`config.mk`:
```
export PLATFORM = sky130hd
export DESIGN_NAME = drs_selector
export DESIGN_NICKNAME = d
export VERILOG_FILES = /design/src/hdl/drs_pkg.sv /design/src/hdl/drs_selector.sv
export SDC_FILE = /design/constraint.sdc
export NUM_CORES = 1
export LEC_CHECK = 0
export BUFFER_PORTS_ARGS = -buffer_cell sky130_fd_sc_hd__buf_4
export CELL_PAD_IN_SITES_DETAIL_PLACEMENT = 0
export CELL_PAD_IN_SITES_GLOBAL_PLACEMENT = 1
export CORE_ASPECT_RATIO = 0.9
export CORE_MARGIN = 2
export CORE_UTILIZATION = 42
export DETAILED_ROUTE_END_ITERATION = 12
export PLACE_DENSITY_LB_ADDON = 0.25
export SKIP_LAST_GASP = 1
export SLEW_MARGIN = 40
export SYNTH_ARGS = -nofsm -noshare
export SYNTH_HDL_FRONTEND = slang
export SYNTH_SLANG_ARGS = --single-unit
```
`constraint.sdc`:
```
create_clock -name clk_sys_i -period 5.5 [get_ports clk_sys_i]
set_input_delay 0.275 -clock clk_sys_i [delete_from_list [all_inputs] [get_ports clk_sys_i]]
set_output_delay 0.275 -clock clk_sys_i [all_outputs]
set_load 0.02 [all_outputs]
```
`src/hdl/drs_pkg.sv`:
```
package drs_pkg;

  // Loop and input counts
  localparam int NUM_LOOPS = 2;
  localparam int NUM_EXT = 4;
  localparam int NUM_SLOTS = 5;
  localparam int PRIO_W = 3;
  localparam int CODE_W = 3;
  localparam int ADDR_W = 8;
  localparam int VAL_W = 16;

  // Register byte addresses
  localparam logic [7:0] ADDR_CTRL0 = 8'h00;
  localparam logic [7:0] ADDR_CTRL1 = 8'h04;
  localparam logic [7:0] ADDR_PRIO0 = 8'h08;
  localparam logic [7:0] ADDR_PRIO1 = 8'h0C;
  localparam logic [7:0] ADDR_VALTIME = 8'h10;
  localparam logic [7:0] ADDR_STAT0 = 8'h14;
  localparam logic [7:0] ADDR_STAT1 = 8'h18;

  // Control register fields
  localparam int CTRL_MODE_LSB = 0;
  localparam int CTRL_PINS_BIT = 2;
  localparam int CTRL_CODE_LSB = 3;
  localparam int CTRL_HITLESS_BIT = 6;
  localparam int CTRL_W = 7;

  // Status register fields
  localparam int STAT_SEL_LSB = 0;
  localparam int STAT_STATE_LSB = 3;
  localparam int STAT_VALID_LSB = 5;

  // Reset values
  localparam logic [6:0] CTRL_RESET = 7'h00;
  localparam logic [14:0] PRIO_RESET = 15'h0000;
  localparam logic [15:0] VALTIME_RESET = 16'h0010;

  // Selection codes shared by register code, status and status pins
  localparam logic [2:0] CODE_LOOP1_VCO = 3'h4; // loop1_vco_loopback, usable by loop 2
  localparam logic [2:0] CODE_LOOP2_VCO = 3'h5; // loop2_vco_loopback, usable by loop 1
  localparam logic [2:0] SLOT_LOOPBACK = 3'h4;
  localparam logic [2:0] PRIO_IGNORE = 3'h0;
  localparam logic [2:0] PRIO_NONE = 3'h7;

  typedef enum logic [1:0] {
    DRS_AUTO_REVERT = 2'b00,
    DRS_AUTO_HOLD = 2'b01,
    DRS_MAN_FALLBACK = 2'b10,
    DRS_MAN_HOLDOVER = 2'b11
  } drs_mode_t;

  typedef enum logic [1:0] {
    DRS_ST_FREERUN = 2'b00,
    DRS_ST_LOCKED = 2'b01,
    DRS_ST_HOLDOVER = 2'b10
  } drs_state_t;

  // Per-loop status carried to pins and registers
  typedef struct packed {
    drs_state_t state;
    logic [2:0] sel;
  } drs_status_t;

  // Per-loop switchover treatment strobes
  typedef struct packed {
    logic phase_cancel;
    logic phase_slew;
    logic smooth_freq;
    logic gap_exempt;
  } drs_switch_t;

endpackage : drs_pkg

```
`src/hdl/drs_selector.sv`:
```
// Our own choices: the register addresses and the plain strobed port.
`timescale 1ns/1ps
`default_nettype none

// Functional notes
// - Auto priority, register or pin manual selection.
// - Four inputs plus other loop's VCO loopback.
// - Priority 0 ignored, 1 best, 6 worst.
// - Equal priority prefers lowest input index.
// - Selected input shown on pins and register.
// - Revertive mode jumps to better valid input.
// - Non-revertive keeps current until it fails.
// - Manual fallback moves to best valid input.
// - No valid fallback: holdover if history, else freerun.
// - Manual holdover mode never falls back.
// - Manual input valid again ends holdover.
// - Register code 0-3 inputs, 4/5 loopbacks.
// - Pin code 0-3 picks external inputs.
// - Hitless enable cancels phase on locked switch.
// - Frequency-locked means common divided rate.
// - Without hitless, step slews at fastlock rate.
// - Unlocked inputs get smooth frequency move.
// - Loop locks to gapped input, average rate.
// - Switch during a gap may exceed hitless.
// - Input valid after flag-free validation time.
// - Switch only between common-rate divided inputs.
module drs_selector #(
  parameter int VAL_W = drs_pkg::VAL_W
) (
  input wire logic clk_sys_i,
  input wire logic rstn_i,
  input wire logic ce_i,
  // Register port
  input wire logic [drs_pkg::ADDR_W-1:0] reg_addr_i,
  input wire logic [31:0] reg_wdata_i,
  input wire logic reg_write_i,
  input wire logic reg_read_i,
  output logic [31:0] reg_rdata_o,
  // Input qualification, per external input and per loop loopback
  input wire logic [drs_pkg::NUM_EXT-1:0] monitor_flag_i,
  input wire logic [drs_pkg::NUM_LOOPS-1:0] loopback_valid_i,
  input wire logic [drs_pkg::NUM_EXT-1:0] input_in_gap_i,
  // Per loop: slot may share the common comparison rate
  input wire logic [drs_pkg::NUM_LOOPS*drs_pkg::NUM_SLOTS-1:0] common_rate_ok_i,
  input wire logic [drs_pkg::NUM_LOOPS-1:0] history_valid_i,
  // Select pins, two per loop, from outside the clock domain
  input wire logic [drs_pkg::NUM_LOOPS*2-1:0] input_select_pins_i,
  // Status pins and switchover strobes
  output drs_pkg::drs_status_t [drs_pkg::NUM_LOOPS-1:0] loop_status_o,
  output drs_pkg::drs_switch_t [drs_pkg::NUM_LOOPS-1:0] switch_o,
  output logic [drs_pkg::NUM_EXT-1:0] input_valid_o
);

  logic [drs_pkg::CTRL_W-1:0] ctrl [drs_pkg::NUM_LOOPS];
  logic [drs_pkg::NUM_SLOTS*drs_pkg::PRIO_W-1:0] prio [drs_pkg::NUM_LOOPS];
  logic [VAL_W-1:0] val_time;
  logic [VAL_W-1:0] val_cnt [drs_pkg::NUM_EXT];
  logic [drs_pkg::NUM_EXT-1:0] ext_valid;
  logic [31:0] next_rdata;

  assign input_valid_o = ext_valid;

  // Shared validation time, written as a whole word
  always_ff @(posedge clk_sys_i or negedge rstn_i) begin
    if (!rstn_i) begin
      val_time <= VAL_W'(drs_pkg::VALTIME_RESET);
    end else if (ce_i && reg_write_i && reg_addr_i == drs_pkg::ADDR_VALTIME) begin
      val_time <= reg_wdata_i[VAL_W-1:0];
    end
  end

  // Validation timers: any flag restarts the count, so an intermittent
  // clock never qualifies while it keeps tripping a monitor
  genvar gi;
  generate
    for (gi = 0; gi < drs_pkg::NUM_EXT; gi++) begin : g_val
      always_ff @(posedge clk_sys_i or negedge rstn_i) begin
        if (!rstn_i) begin
          val_cnt[gi] <= '0;
          ext_valid[gi] <= 1'b0;
        end else if (ce_i) begin
          if (monitor_flag_i[gi]) begin
            val_cnt[gi] <= '0;
            ext_valid[gi] <= 1'b0;
          end else if (val_cnt[gi] >= val_time) begin
            ext_valid[gi] <= 1'b1;
          end else begin
            val_cnt[gi] <= val_cnt[gi] + 1'b1;
          end
        end
      end
    end
  endgenerate

  // Best slot by priority; strict less-than keeps the lowest index on ties
  function automatic logic [3:0] drs_best(
    input logic [drs_pkg::NUM_SLOTS-1:0] ok,
    input logic [drs_pkg::NUM_SLOTS*drs_pkg::PRIO_W-1:0] pr
  );
    logic [2:0] best_pr;
    logic [3:0] best;
    logic [2:0] p;
    best_pr = drs_pkg::PRIO_NONE;
    best = 4'h0;
    for (int s = 0; s < drs_pkg::NUM_SLOTS; s++) begin
      p = pr[s*drs_pkg::PRIO_W +: drs_pkg::PRIO_W];
      if (ok[s] && p != drs_pkg::PRIO_IGNORE && p < best_pr) begin
        best_pr = p;
        best = {1'b1, 3'(s)};
      end
    end
    return best;
  endfunction : drs_best

  drs_pkg::drs_status_t stat [drs_pkg::NUM_LOOPS];

  genvar gl;
  generate
    for (gl = 0; gl < drs_pkg::NUM_LOOPS; gl++) begin : g_loop
      localparam logic [7:0] A_CTRL = (gl == 0) ? drs_pkg::ADDR_CTRL0 : drs_pkg::ADDR_CTRL1;
      localparam logic [7:0] A_PRIO = (gl == 0) ? drs_pkg::ADDR_PRIO0 : drs_pkg::ADDR_PRIO1;
      // Loop 1 may take loop 2's VCO and the reverse
      localparam logic [2:0] OWN_LB = (gl == 0) ? drs_pkg::CODE_LOOP2_VCO
                                                : drs_pkg::CODE_LOOP1_VCO;

      logic [1:0] pin_s1;
      logic [1:0] pin_s2;
      logic [1:0] pin_s3;
      logic [1:0] pin_code;
      logic [drs_pkg::NUM_SLOTS-1:0] slot_ok;
      logic [3:0] best;
      logic [3:0] man;
      logic [2:0] man_code;
      drs_pkg::drs_mode_t mode;
      drs_pkg::drs_status_t next_stat;
      logic cur_ok;
      logic gap_any;
      logic switching;

      // Control and priority registers
      always_ff @(posedge clk_sys_i or negedge rstn_i) begin
        if (!rstn_i) begin
          ctrl[gl] <= drs_pkg::CTRL_RESET;
        end else if (ce_i && reg_write_i && reg_addr_i == A_CTRL) begin
          ctrl[gl] <= reg_wdata_i[drs_pkg::CTRL_W-1:0];
        end
      end

      always_ff @(posedge clk_sys_i or negedge rstn_i) begin
        if (!rstn_i) begin
          prio[gl] <= drs_pkg::PRIO_RESET;
        end else if (ce_i && reg_write_i && reg_addr_i == A_PRIO) begin
          prio[gl] <= reg_wdata_i[drs_pkg::NUM_SLOTS*drs_pkg::PRIO_W-1:0];
        end
      end

      // Select pins: three stages, accepted when the last two agree
      always_ff @(posedge clk_sys_i or negedge rstn_i) begin
        if (!rstn_i) begin
          pin_s1 <= 2'b00;
          pin_s2 <= 2'b00;
          pin_s3 <= 2'b00;
          pin_code <= 2'b00;
        end else if (ce_i) begin
          pin_s1 <= input_select_pins_i[gl*2 +: 2];
          pin_s2 <= pin_s1;
          pin_s3 <= pin_s2;
          if (pin_s2 == pin_s3) begin
            pin_code <= pin_s3;
          end
        end
      end

      // Slot 4 is this loop's loopback; a slot only counts if it reaches
      // the common comparison rate
      assign slot_ok = {loopback_valid_i[gl], ext_valid}
                       & common_rate_ok_i[gl*drs_pkg::NUM_SLOTS +: drs_pkg::NUM_SLOTS];
      assign mode = drs_pkg::drs_mode_t'(ctrl[gl][drs_pkg::CTRL_MODE_LSB +: 2]);
      assign best = drs_best(slot_ok, prio[gl]);

      // Manual target as a slot; a foreign loopback code never qualifies
      always_comb begin
        man_code = ctrl[gl][drs_pkg::CTRL_CODE_LSB +: drs_pkg::CODE_W];
        man = 4'h0;
        if (ctrl[gl][drs_pkg::CTRL_PINS_BIT]) begin
          man = {slot_ok[pin_code], 1'b0, pin_code};
        end else if (man_code < 3'(drs_pkg::NUM_EXT)) begin
          man = {slot_ok[man_code[1:0]], man_code};
        end else if (man_code == OWN_LB) begin
          man = {slot_ok[drs_pkg::SLOT_LOOPBACK], drs_pkg::SLOT_LOOPBACK};
        end
      end

      // Current selection still usable for the non-revertive hold
      assign cur_ok = stat[gl].state == drs_pkg::DRS_ST_LOCKED
                      && slot_ok[stat[gl].sel == OWN_LB ? drs_pkg::SLOT_LOOPBACK
                                                        : {1'b0, stat[gl].sel[1:0]}];

      // Selection decision per mode
      always_comb begin
        next_stat.sel = stat[gl].sel;
        next_stat.state = history_valid_i[gl] ? drs_pkg::DRS_ST_HOLDOVER
                                              : drs_pkg::DRS_ST_FREERUN;
        unique case (mode)
          drs_pkg::DRS_AUTO_REVERT: begin
            if (best[3]) begin
              next_stat.sel = best[2:0];
              next_stat.state = drs_pkg::DRS_ST_LOCKED;
            end
          end
          drs_pkg::DRS_AUTO_HOLD: begin
            if (cur_ok) begin
              next_stat.state = drs_pkg::DRS_ST_LOCKED;
            end else if (best[3]) begin
              next_stat.sel = best[2:0];
              next_stat.state = drs_pkg::DRS_ST_LOCKED;
            end
          end
          drs_pkg::DRS_MAN_FALLBACK: begin
            if (man[3]) begin
              next_stat.sel = man[2:0];
              next_stat.state = drs_pkg::DRS_ST_LOCKED;
            end else if (best[3]) begin
              next_stat.sel = best[2:0];
              next_stat.state = drs_pkg::DRS_ST_LOCKED;
            end
          end
          drs_pkg::DRS_MAN_HOLDOVER: begin
            if (man[3]) begin
              next_stat.sel = man[2:0];
              next_stat.state = drs_pkg::DRS_ST_LOCKED;
            end
          end
        endcase
        // Loopback slot is reported by its own selection code
        if (next_stat.state == drs_pkg::DRS_ST_LOCKED
            && next_stat.sel == drs_pkg::SLOT_LOOPBACK) begin
          next_stat.sel = OWN_LB;
        end
      end

      // Loop status register, also driving the status pins
      always_ff @(posedge clk_sys_i or negedge rstn_i) begin
        if (!rstn_i) begin
          stat[gl] <= '{state: drs_pkg::DRS_ST_FREERUN, sel: 3'h0};
        end else if (ce_i) begin
          stat[gl] <= next_stat;
        end
      end

      assign loop_status_o[gl] = stat[gl];

      // A switchover is a move from one locked input to another
      assign switching = stat[gl].state == drs_pkg::DRS_ST_LOCKED
                         && next_stat.state == drs_pkg::DRS_ST_LOCKED
                         && next_stat.sel != stat[gl].sel;
      // Gap on either end of a switch between external inputs
      assign gap_any = (stat[gl].sel < 3'(drs_pkg::NUM_EXT)
                        && input_in_gap_i[stat[gl].sel[1:0]])
                       || (next_stat.sel < 3'(drs_pkg::NUM_EXT)
                           && input_in_gap_i[next_stat.sel[1:0]]);

      // Switchover treatment: both ends already share the common rate here,
      // so they count as frequency-locked; the loop itself applies the
      // cancel, slew or smooth move. A one-cycle strobe per switch.
      always_ff @(posedge clk_sys_i or negedge rstn_i) begin
        if (!rstn_i) begin
          switch_o[gl] <= '0;
        end else if (ce_i) begin
          switch_o[gl].phase_cancel <= switching
                                       && ctrl[gl][drs_pkg::CTRL_HITLESS_BIT]
                                       && !gap_any;
          switch_o[gl].phase_slew <= switching
                                     && !ctrl[gl][drs_pkg::CTRL_HITLESS_BIT];
          // Leaving holdover or freerun means no locked pair exists
          switch_o[gl].smooth_freq <= stat[gl].state != drs_pkg::DRS_ST_LOCKED
                                      && next_stat.state == drs_pkg::DRS_ST_LOCKED;
          switch_o[gl].gap_exempt <= switching && gap_any;
        end
      end
    end
  endgenerate

  // Read mux; unmapped addresses read zero
  always_comb begin
    next_rdata = 32'h0000_0000;
    unique case (reg_addr_i)
      drs_pkg::ADDR_CTRL0: next_rdata[drs_pkg::CTRL_W-1:0] = ctrl[0];
      drs_pkg::ADDR_CTRL1: next_rdata[drs_pkg::CTRL_W-1:0] = ctrl[1];
      drs_pkg::ADDR_PRIO0: next_rdata[drs_pkg::NUM_SLOTS*drs_pkg::PRIO_W-1:0] = prio[0];
      drs_pkg::ADDR_PRIO1: next_rdata[drs_pkg::NUM_SLOTS*drs_pkg::PRIO_W-1:0] = prio[1];
      drs_pkg::ADDR_VALTIME: next_rdata[VAL_W-1:0] = val_time;
      drs_pkg::ADDR_STAT0: begin
        next_rdata[drs_pkg::STAT_STATE_LSB +: 2] = stat[0].state;
        next_rdata[drs_pkg::STAT_SEL_LSB +: 3] = stat[0].sel;
        next_rdata[drs_pkg::STAT_VALID_LSB +: drs_pkg::NUM_EXT] = ext_valid;
      end
      drs_pkg::ADDR_STAT1: begin
        next_rdata[drs_pkg::STAT_STATE_LSB +: 2] = stat[1].state;
        next_rdata[drs_pkg::STAT_SEL_LSB +: 3] = stat[1].sel;
        next_rdata[drs_pkg::STAT_VALID_LSB +: drs_pkg::NUM_EXT] = ext_valid;
      end
      default: next_rdata = 32'h0000_0000;
    endcase
  end

  // Read data stand only in the cycle after the read strobe
  always_ff @(posedge clk_sys_i or negedge rstn_i) begin
    if (!rstn_i) begin
      reg_rdata_o <= 32'h0000_0000;
    end else if (ce_i) begin
      reg_rdata_o <= reg_read_i ? next_rdata : 32'h0000_0000;
    end
  end

endmodule : drs_selector

`default_nettype wire

```
[Word level (Yosys, flattened, before mapping)]
Index checks and enable logic that the tools add are counted.
Word-level totals
  flip-flop bits (word level): 194
  input port bits: 71
  output and inout bits: 54
  logic and storage cells: 267
Cells by class
  add/subtract/negate cells: 4
  order comparisons: 30
  equal/unequal tests: 32
  multiplexer cells: 83
  bitwise operators: 2
  reduce and logical (&&, ||, !) cells: 82
Operators with widths (count)
  $mux 16: 9
  $add 16x1->16 const B: 4
  $ge 16x16->1: 4
  $mux 4: 16
  $pmux 7 s7: 1
  $logic_and 1x1->1: 48
  $mux 3: 14
  $pmux 5 s4: 2
  $mux 5: 6
  $reduce_bool 3->1: 10
  $eq 8x5->1 const B: 3
  $lt 3x3->1: 8
  $lt 3x3->1 const B: 8
  $reduce_and 2->1: 10
  $mux 1: 19
  $eq 3x3->1 const B: 6
  $pmux 6 s3: 1
  $bmux 1 s2: 8
  $eq 8x4->1 const B: 2
  $lt 2x4->1 const B: 4
  $eq 2x1->1 const B: 6
  $lt 2x3->1 const B: 4
  $and 5x5->5: 2
  $eq 2x2->1 const B: 4
  15 further kinds: 34

[Depth between registers and ports, before layout]
  depth after elaboration: 28
  gate-level depth with buffers: 28
  gate-level depth less buffers: 26

[Worst setup path after synthesis]
Ideal clock, no wire load.
  path kind: reg2reg
  start point: register ext_valid (netlist bit input_valid_o[0])
  end point: register switch_o[3] in the netlist's numbering
  library setup time: 0.122 ns
  arrival: 5.881 ns
  required time: 5.378 ns
  slack: -0.503 ns
  cell stages (with the launch flop): 28
  buffers on the path: 1
  clock period less this slack: 6.003 ns
  path through: dfrtp_1 > buf_6 > nand2_2 > o32a_1 > a31oi_2 > o22ai_1 > a211o_1 > nand2_1 > mux2i_1 > ha_1 > a21oi_1 > nand2_1 > a211oi_1 > a21oi_1 > nand2_1 > o21ai_0 > ha_1 > a211oi_1 > o311ai_0 > or3_1 > a211o_1 > o211ai_1 > a31oi_1 > o21a_1 > o41ai_2 > xnor2_1 > a311oi_2 > a32o_1
Between the ends
  longest elaborated chain between the ends: 28
  elaborated cells on any way between the ends: 50
  those cells by class: 5 x order compare; 3 x eq/ne; 26 x mux; 1 x bitwise; 15 x reduce/logical
RTL lines
  start, declared: RTL line drs_selector.sv:58  | logic [drs_pkg::NUM_EXT-1:0] ext_valid;
  start signal, assigned by index: RTL line drs_selector.sv:80  | ext_valid[gi] <= 1'b0;
  start signal, assigned by index: RTL line drs_selector.sv:84  | ext_valid[gi] <= 1'b0;
  start signal, assigned by index: RTL line drs_selector.sv:86  | ext_valid[gi] <= 1'b1;
  $and 5x5->5 *: RTL line drs_selector.sv:177  | & common_rate_ok_i[gl*drs_pkg::NUM_SLOTS +: drs_pkg::NUM_SLOTS];
  $logic_and 1x1->1 (2 in a row): RTL line drs_selector.sv:107  | if (ok[s] && p != drs_pkg::PRIO_IGNORE && p < best_pr) begin
  $mux 3: RTL line drs_selector.sv:107
  $lt 3x3->1: RTL line drs_selector.sv:107
  $logic_and 1x1->1: RTL line drs_selector.sv:107
  $mux 3: RTL line drs_selector.sv:107
  $lt 3x3->1: RTL line drs_selector.sv:107
  $logic_and 1x1->1: RTL line drs_selector.sv:107
  (+11 left out)
  $logic_and 1x1->1: RTL line drs_selector.sv:237  | && next_stat.sel == drs_pkg::SLOT_LOOPBACK) begin
  $mux 3: RTL line drs_selector.sv:236  | if (next_stat.state == drs_pkg::DRS_ST_LOCKED
  $bmux 1 s2: RTL line drs_selector.sv:261  | && input_in_gap_i[next_stat.sel[1:0]]);
  $mux 1 (not written as such): RTL line drs_selector.sv:261
  $logic_and 1x1->1: RTL line drs_selector.sv:261
  $logic_or 1x1->1: RTL line drs_selector.sv:260  | || (next_stat.sel < 3'(drs_pkg::NUM_EXT)
  $logic_not 1->1: RTL line drs_selector.sv:272  | && !gap_any;
  $logic_and 1x1->1 *: RTL line drs_selector.sv:272
  end, declared: RTL line drs_selector.sv:50  | output drs_pkg::drs_switch_t [drs_pkg::NUM_LOOPS-1:0] switch_o,
Mark *: on every way between the ends. The rest lies on a longest branch, timed or not. The select of a mux whose other input is x is not followed.
A chain may end at the register's enable or synchronous reset.

[Worst setup path after layout]
  start point: register prio[15] in the netlist's numbering
  end point: register switch_o[3] in the netlist's numbering
Between the ends
  longest elaborated chain between the ends: 28
  elaborated cells on any way between the ends: 41
  those cells by class: 6 x order compare; 3 x eq/ne; 17 x mux; 15 x reduce/logical
RTL lines
  start, declared: RTL line drs_selector.sv:55  | logic [drs_pkg::NUM_SLOTS*drs_pkg::PRIO_W-1:0] prio [drs_pkg::NUM_LOOPS];
  start signal, assigned by index: RTL line drs_selector.sv:151  | prio[gl] <= drs_pkg::PRIO_RESET;
  start signal, assigned by index: RTL line drs_selector.sv:153  | prio[gl] <= reg_wdata_i[drs_pkg::NUM_SLOTS*drs_pkg::PRIO_W-1:0];
  parallel branches: the longest is 15 deep, another holds $lt 3x3->1
  $mux 4 *: RTL line drs_selector.sv:107
  $mux 5 *: RTL line drs_selector.sv:206, drs_selector.sv:214, drs_selector.sv:223
  $mux 5, or another cell as far along: RTL line drs_selector.sv:220  | if (man[3]) begin
  $pmux 5 s4 *: RTL line drs_selector.sv:204  | unique case (mode)
  $eq 3x3->1 / $eq 2x1->1 (equally long branches): RTL line drs_selector.sv:237, drs_selector.sv:236, drs_selector.sv:255
  $logic_and 1x1->1: RTL line drs_selector.sv:237
  $mux 3: RTL line drs_selector.sv:236
  $bmux 1 s2: RTL line drs_selector.sv:261
  $mux 1 (not written as such): RTL line drs_selector.sv:261
  $logic_and 1x1->1: RTL line drs_selector.sv:261
  $logic_or 1x1->1: RTL line drs_selector.sv:260
  $logic_not 1->1: RTL line drs_selector.sv:272
  $logic_and 1x1->1 *: RTL line drs_selector.sv:272
Every way passes the cells marked *. The select of a mux whose other input is x is not followed.

==> summary.md <==
| Metric | Value |
|---|---|
| WP buf/inv | `2` |
| PwrDens | `316.7 nW/µm²` |
| Pint | `2.931 mW` |
| Slew headroom | `46.14%` |
| Fin crit share | `105.8%` |
| Biggest area consumer among synthesized cells | `dfrtp_1` |
| Fill count | `2652` |
| IO Pins | `125` |
| DRT iter0 DRCs | `923` |
| Placed Cells | `1781` |
| Post-layout min period | `5.822 ns` |
| Sw Share | `38.45%` |
| Tot GR Track Use | `25.19%` |
| Avg Synthesized Cell Area | `9.507 µm²` |
| CP Capture Type | `flip-flop` |
| Seq/Total Area, Yosys | `36.53%` |
| Critical path type | `flip-flop to flip-flop` |
| Worst Path Required | `5.83 ns` |
| DP Wirelength | `28110 µm` |
| Final worst slack | `-0.3217 ns` |
| Max-Cap Viols | `0` |
| Maximum buffer depth of the clock tree | `2` |
| Nets@finish | `1601` |
| Worst skew pair latency | `0.45 ns` |
| Top cells by area, synth | `dfrtp_1 36%, ha_1 7.8%, mux2_2 5.8%` |
| Leakage | `6.693 nW` |
| Largest family of logic cells by synthesized area | `compound AO/OA/AOI/OAI gates` |
| Drt pass-1 iters | `5` |
| Post-Syn Instances | `1283` |
| Clk slew on worst S/H paths | `0.08 ns` |
| Critical Path AT | `6.15 ns` |
| Core Area | `28720 µm²` |
| Placed Area | `13890 µm²` |
| Synth Cell Area | `12200 µm²` |
| Crit path max-delay family | `compound AO/OA/AOI/OAI gates` |
| Yosys warning count | `0` |
| Library cells used by synthesis | `91` |
| Die ar. | `30420 µm²` |
| Global route overflow | `0` |
| Post-Synth Simple-Gate Area | `15.71%` |
| Root Buffer | `clkbuf_16` |
| Setup WS pre-CTS | `-0.3664 ns` |
| Max-slew violations | `0` |
| Clock Power Share | `26.4%` |
| Adder-Cell Fraction of Synth Area | `8.062%` |
| Largest net degree at the start of global routing | `72` |
| Post-synthesis xor/xnor area fraction | `4.021%` |
| Post-detailed-route count of antenna-violating nets | `0` |
| CP Max Fanout | `5` |
| Total wire length | `38140 µm` |
| Layout Cells excl Fill | `1833` |
| First-pass GRT wire length | `59340 µm` |
| H-Tree Depth | `4` |
| Initial antenna violation count | `0` |
| Status | `finished, violations left` |
| Layout cells sized above 1 | `27.81%` |
| # setup viols final | `6` |
| Hold crit path type | `input pin to flip-flop` |
| Combinational share of power | `38.6%` |
| Fin area | `15040 µm²` |
| Post-synthesis mux area share | `9.632%` |
| Total CTS buffers | `17` |
| CTS tree | `done` |
| CP Launch Type | `flip-flop` |
| Chip width | `183.6 µm` |
| Slowest stage cell, crit path | `dfrtp_2` |
| Vias in the first global route | `10280` |
| Post-synth EDFFs | `0` |
| Failing checks | `negative setup slack` |
| Maximum clock rate | `171.8 MHz` |
| Die Y-Extent | `165.7 µm` |
| Worst slew pin tran | `0.8057 ns` |
| Sw Pwr | `1.831 mW` |
| Slowest Stage Delay on Critical Path | `0.45 ns` |
| Final Skew | `0.01544 ns` |
| Sequential share of power | `35.1%` |
| Top_reg_cell synth | `dfrtp_1` |
| Antenna Cells | `0` |
| Placer Congestion | `0.9051` |
| # port buffers | `92` |
| Vias | `10830` |
| Top-area cell type share of the netlist area | `36.31%` |
| Initial Util | `42.48%` |
| Pwr Total | `4.762 mW` |
| RSZ-0062 raised after global routing | `true` |
| Post-Route Utilization | `52.36%` |
| Final hold viol count | `0` |
| Residual DRC | `0` |
| Share of synthesized registers carrying an async set or reset | `100.0%` |
| # rows | `59` |
| Area Overhead vs Synth | `23.27%` |
| Synth Area in Compound Gates | `21.29%` |
| WL/cell | `20.81 µm` |
| Via density | `5.911` |
| Worst VDD drop | `0.2371 mV` |
| FF+latch count, synth | `178` |
| Clk sinks | `178` |
stage by stage:
step                hold WS [ns]  setup TNS [ns]
floorplan               -0.02059         -0.1980
global placement          0.3228          -1.694
detailed placement        0.3234          -2.355
CTS                     0.004449         -0.7248
global route             0.02053          -3.777
finish                   0.01780          -1.241
cell type report:
| type | count | area [µm²] | area share (%) |
|---|---|---|---|
| Clock buffer | 18 | 439.2 | 2.921 |
| Sequential cell | 178 | 4462 | 29.67 |
| Timing Repair Buffer | 207 | 1599 | 10.63 |
| Tap cell | 366 | 457.9 | 3.045 |
| Inverter | 62 | 232.7 | 1.548 |
| Clock inverter | 14 | 157.7 | 1.048 |
| Multi-Input combinational cell | 988 | 7689 | 51.13 |
registers in the layout, summed over array words and instances (netlist names), 8 cells and up:
signal         count
ctrl              14
loop_status_o     10
prio              30
reg_rdata_o       16
switch_o           8
val_cnt           64
val_time          16
routing by layer:
layer | GRT usage [%] | wire length (µm)
met1 | 37.99 | 18570
met2 | 38.10 | 16670
met3 | 3.518 | 2199
met4 | 5.983 | 702
met5 | 0 | 0
cell usage after synthesis, types with 14 or more instances:
cell type	number
nand3_1	46
dfrtp_1	177
and2_1	16
buf_4	17
xnor2_1	24
nand2_1	71
a21oi_1	54
mux2_2	63
inv_1	61
a211oi_1	14
nand4_1	17
o2bb2ai_1	23
o21ai_0	58
a21o_1	26
nor3_1	23
a31oi_1	15
o21a_1	15
ha_1	76
nor2_1	115
mux2i_1	24
clkbuf_1	37
and3_1	21
xor2_1	32
or3_1	19
cells in the final DEF, fill, tap and decap left out, types with 7 or more instances in the layout:
cell type and count:
a21o_1 26, conb_1 16, dfrtp_1 172, buf_4 196, a31oi_1 13, nand4_1 17, xnor2_1 24, mux2_2 62
buf_6 7, nand2_1 68, o2bb2ai_1 22, a211oi_1 8, inv_1 60, and2_1 13, nand3_1 43, nor3_1 20
mux4_2 10, clkbuf_16 17, o21ai_1 10, or3_1 16, ha_1 73, o21ai_0 52, and3_1 21, mux2i_1 22
o211ai_1 13, a21oi_1 47, a221oi_1 10, nand3b_1 12, a22oi_1 8, o21a_1 14, o2111ai_1 9, xor2_1 32
nor2_1 111, nand2b_1 9
power by group through the flow:
| stage | Clock [mW] | Combinational [mW] | Sequential (mW) |
|---|---|---|---|
| finish | 1.25 | 1.84 | 1.67 |
| global route | 1.32 | 2.01 | 1.69 |
| CTS | 1.28 | 1.71 | 1.66 |
| detailed placement | 0 | 1.64 | 1.68 |
| global placement | 0 | 1.62 | 1.68 |
| floorplan | 0 | 1.08 | 1.61 |
cell families after synthesis:
logic type / after synthesis
buf+inv: 132
compound gates: 354
simple gates: 386
mux: 97
xor+xnor: 56
flops: 178
other cells: 1
fa+ha+maj: 79
final timing paths:
path | end | cells after the start | slack [ns] | from
max in group asynchronous | prio[15] | 3 | 3.97 | rstn_i
max | switch_o[3] | 27 | -0.32 | prio[15]
max reg2reg | switch_o[3] | 27 | -0.32 | prio[15]
min reg2reg | switch_o[4] | 1 | 0.49 | switch_o[4]
min in group asynchronous | loop_status_o[4] | 2 | 0.39 | rstn_i
min | val_cnt[1] | 2 | 0.02 | monitor_flag_i[3]
worst register-to-register path, delay by kind of cell (launching register included):
kind / cells / cell delay [ns]
simple gates: 4 / 0.69
fa+ha+maj: 2 / 0.50
mux: 3 / 0.62
buf+inv: 2 / 0.34
flops: 1 / 0.45
compound gates: 15 / 2.92
xor+xnor: 1 / 0.17
timing repair:
action                     in CTS  in global routing
setup endpoints to repair      10                 16
gates resized for setup        27                 51
hold buffers                    2                  0
pin swaps                      19                 37
gates cloned                    0                  0
setup buffers                   7                 13
hold endpoints to repair       65                  0
No activity file was read; power rests on OpenSTA's default activity.
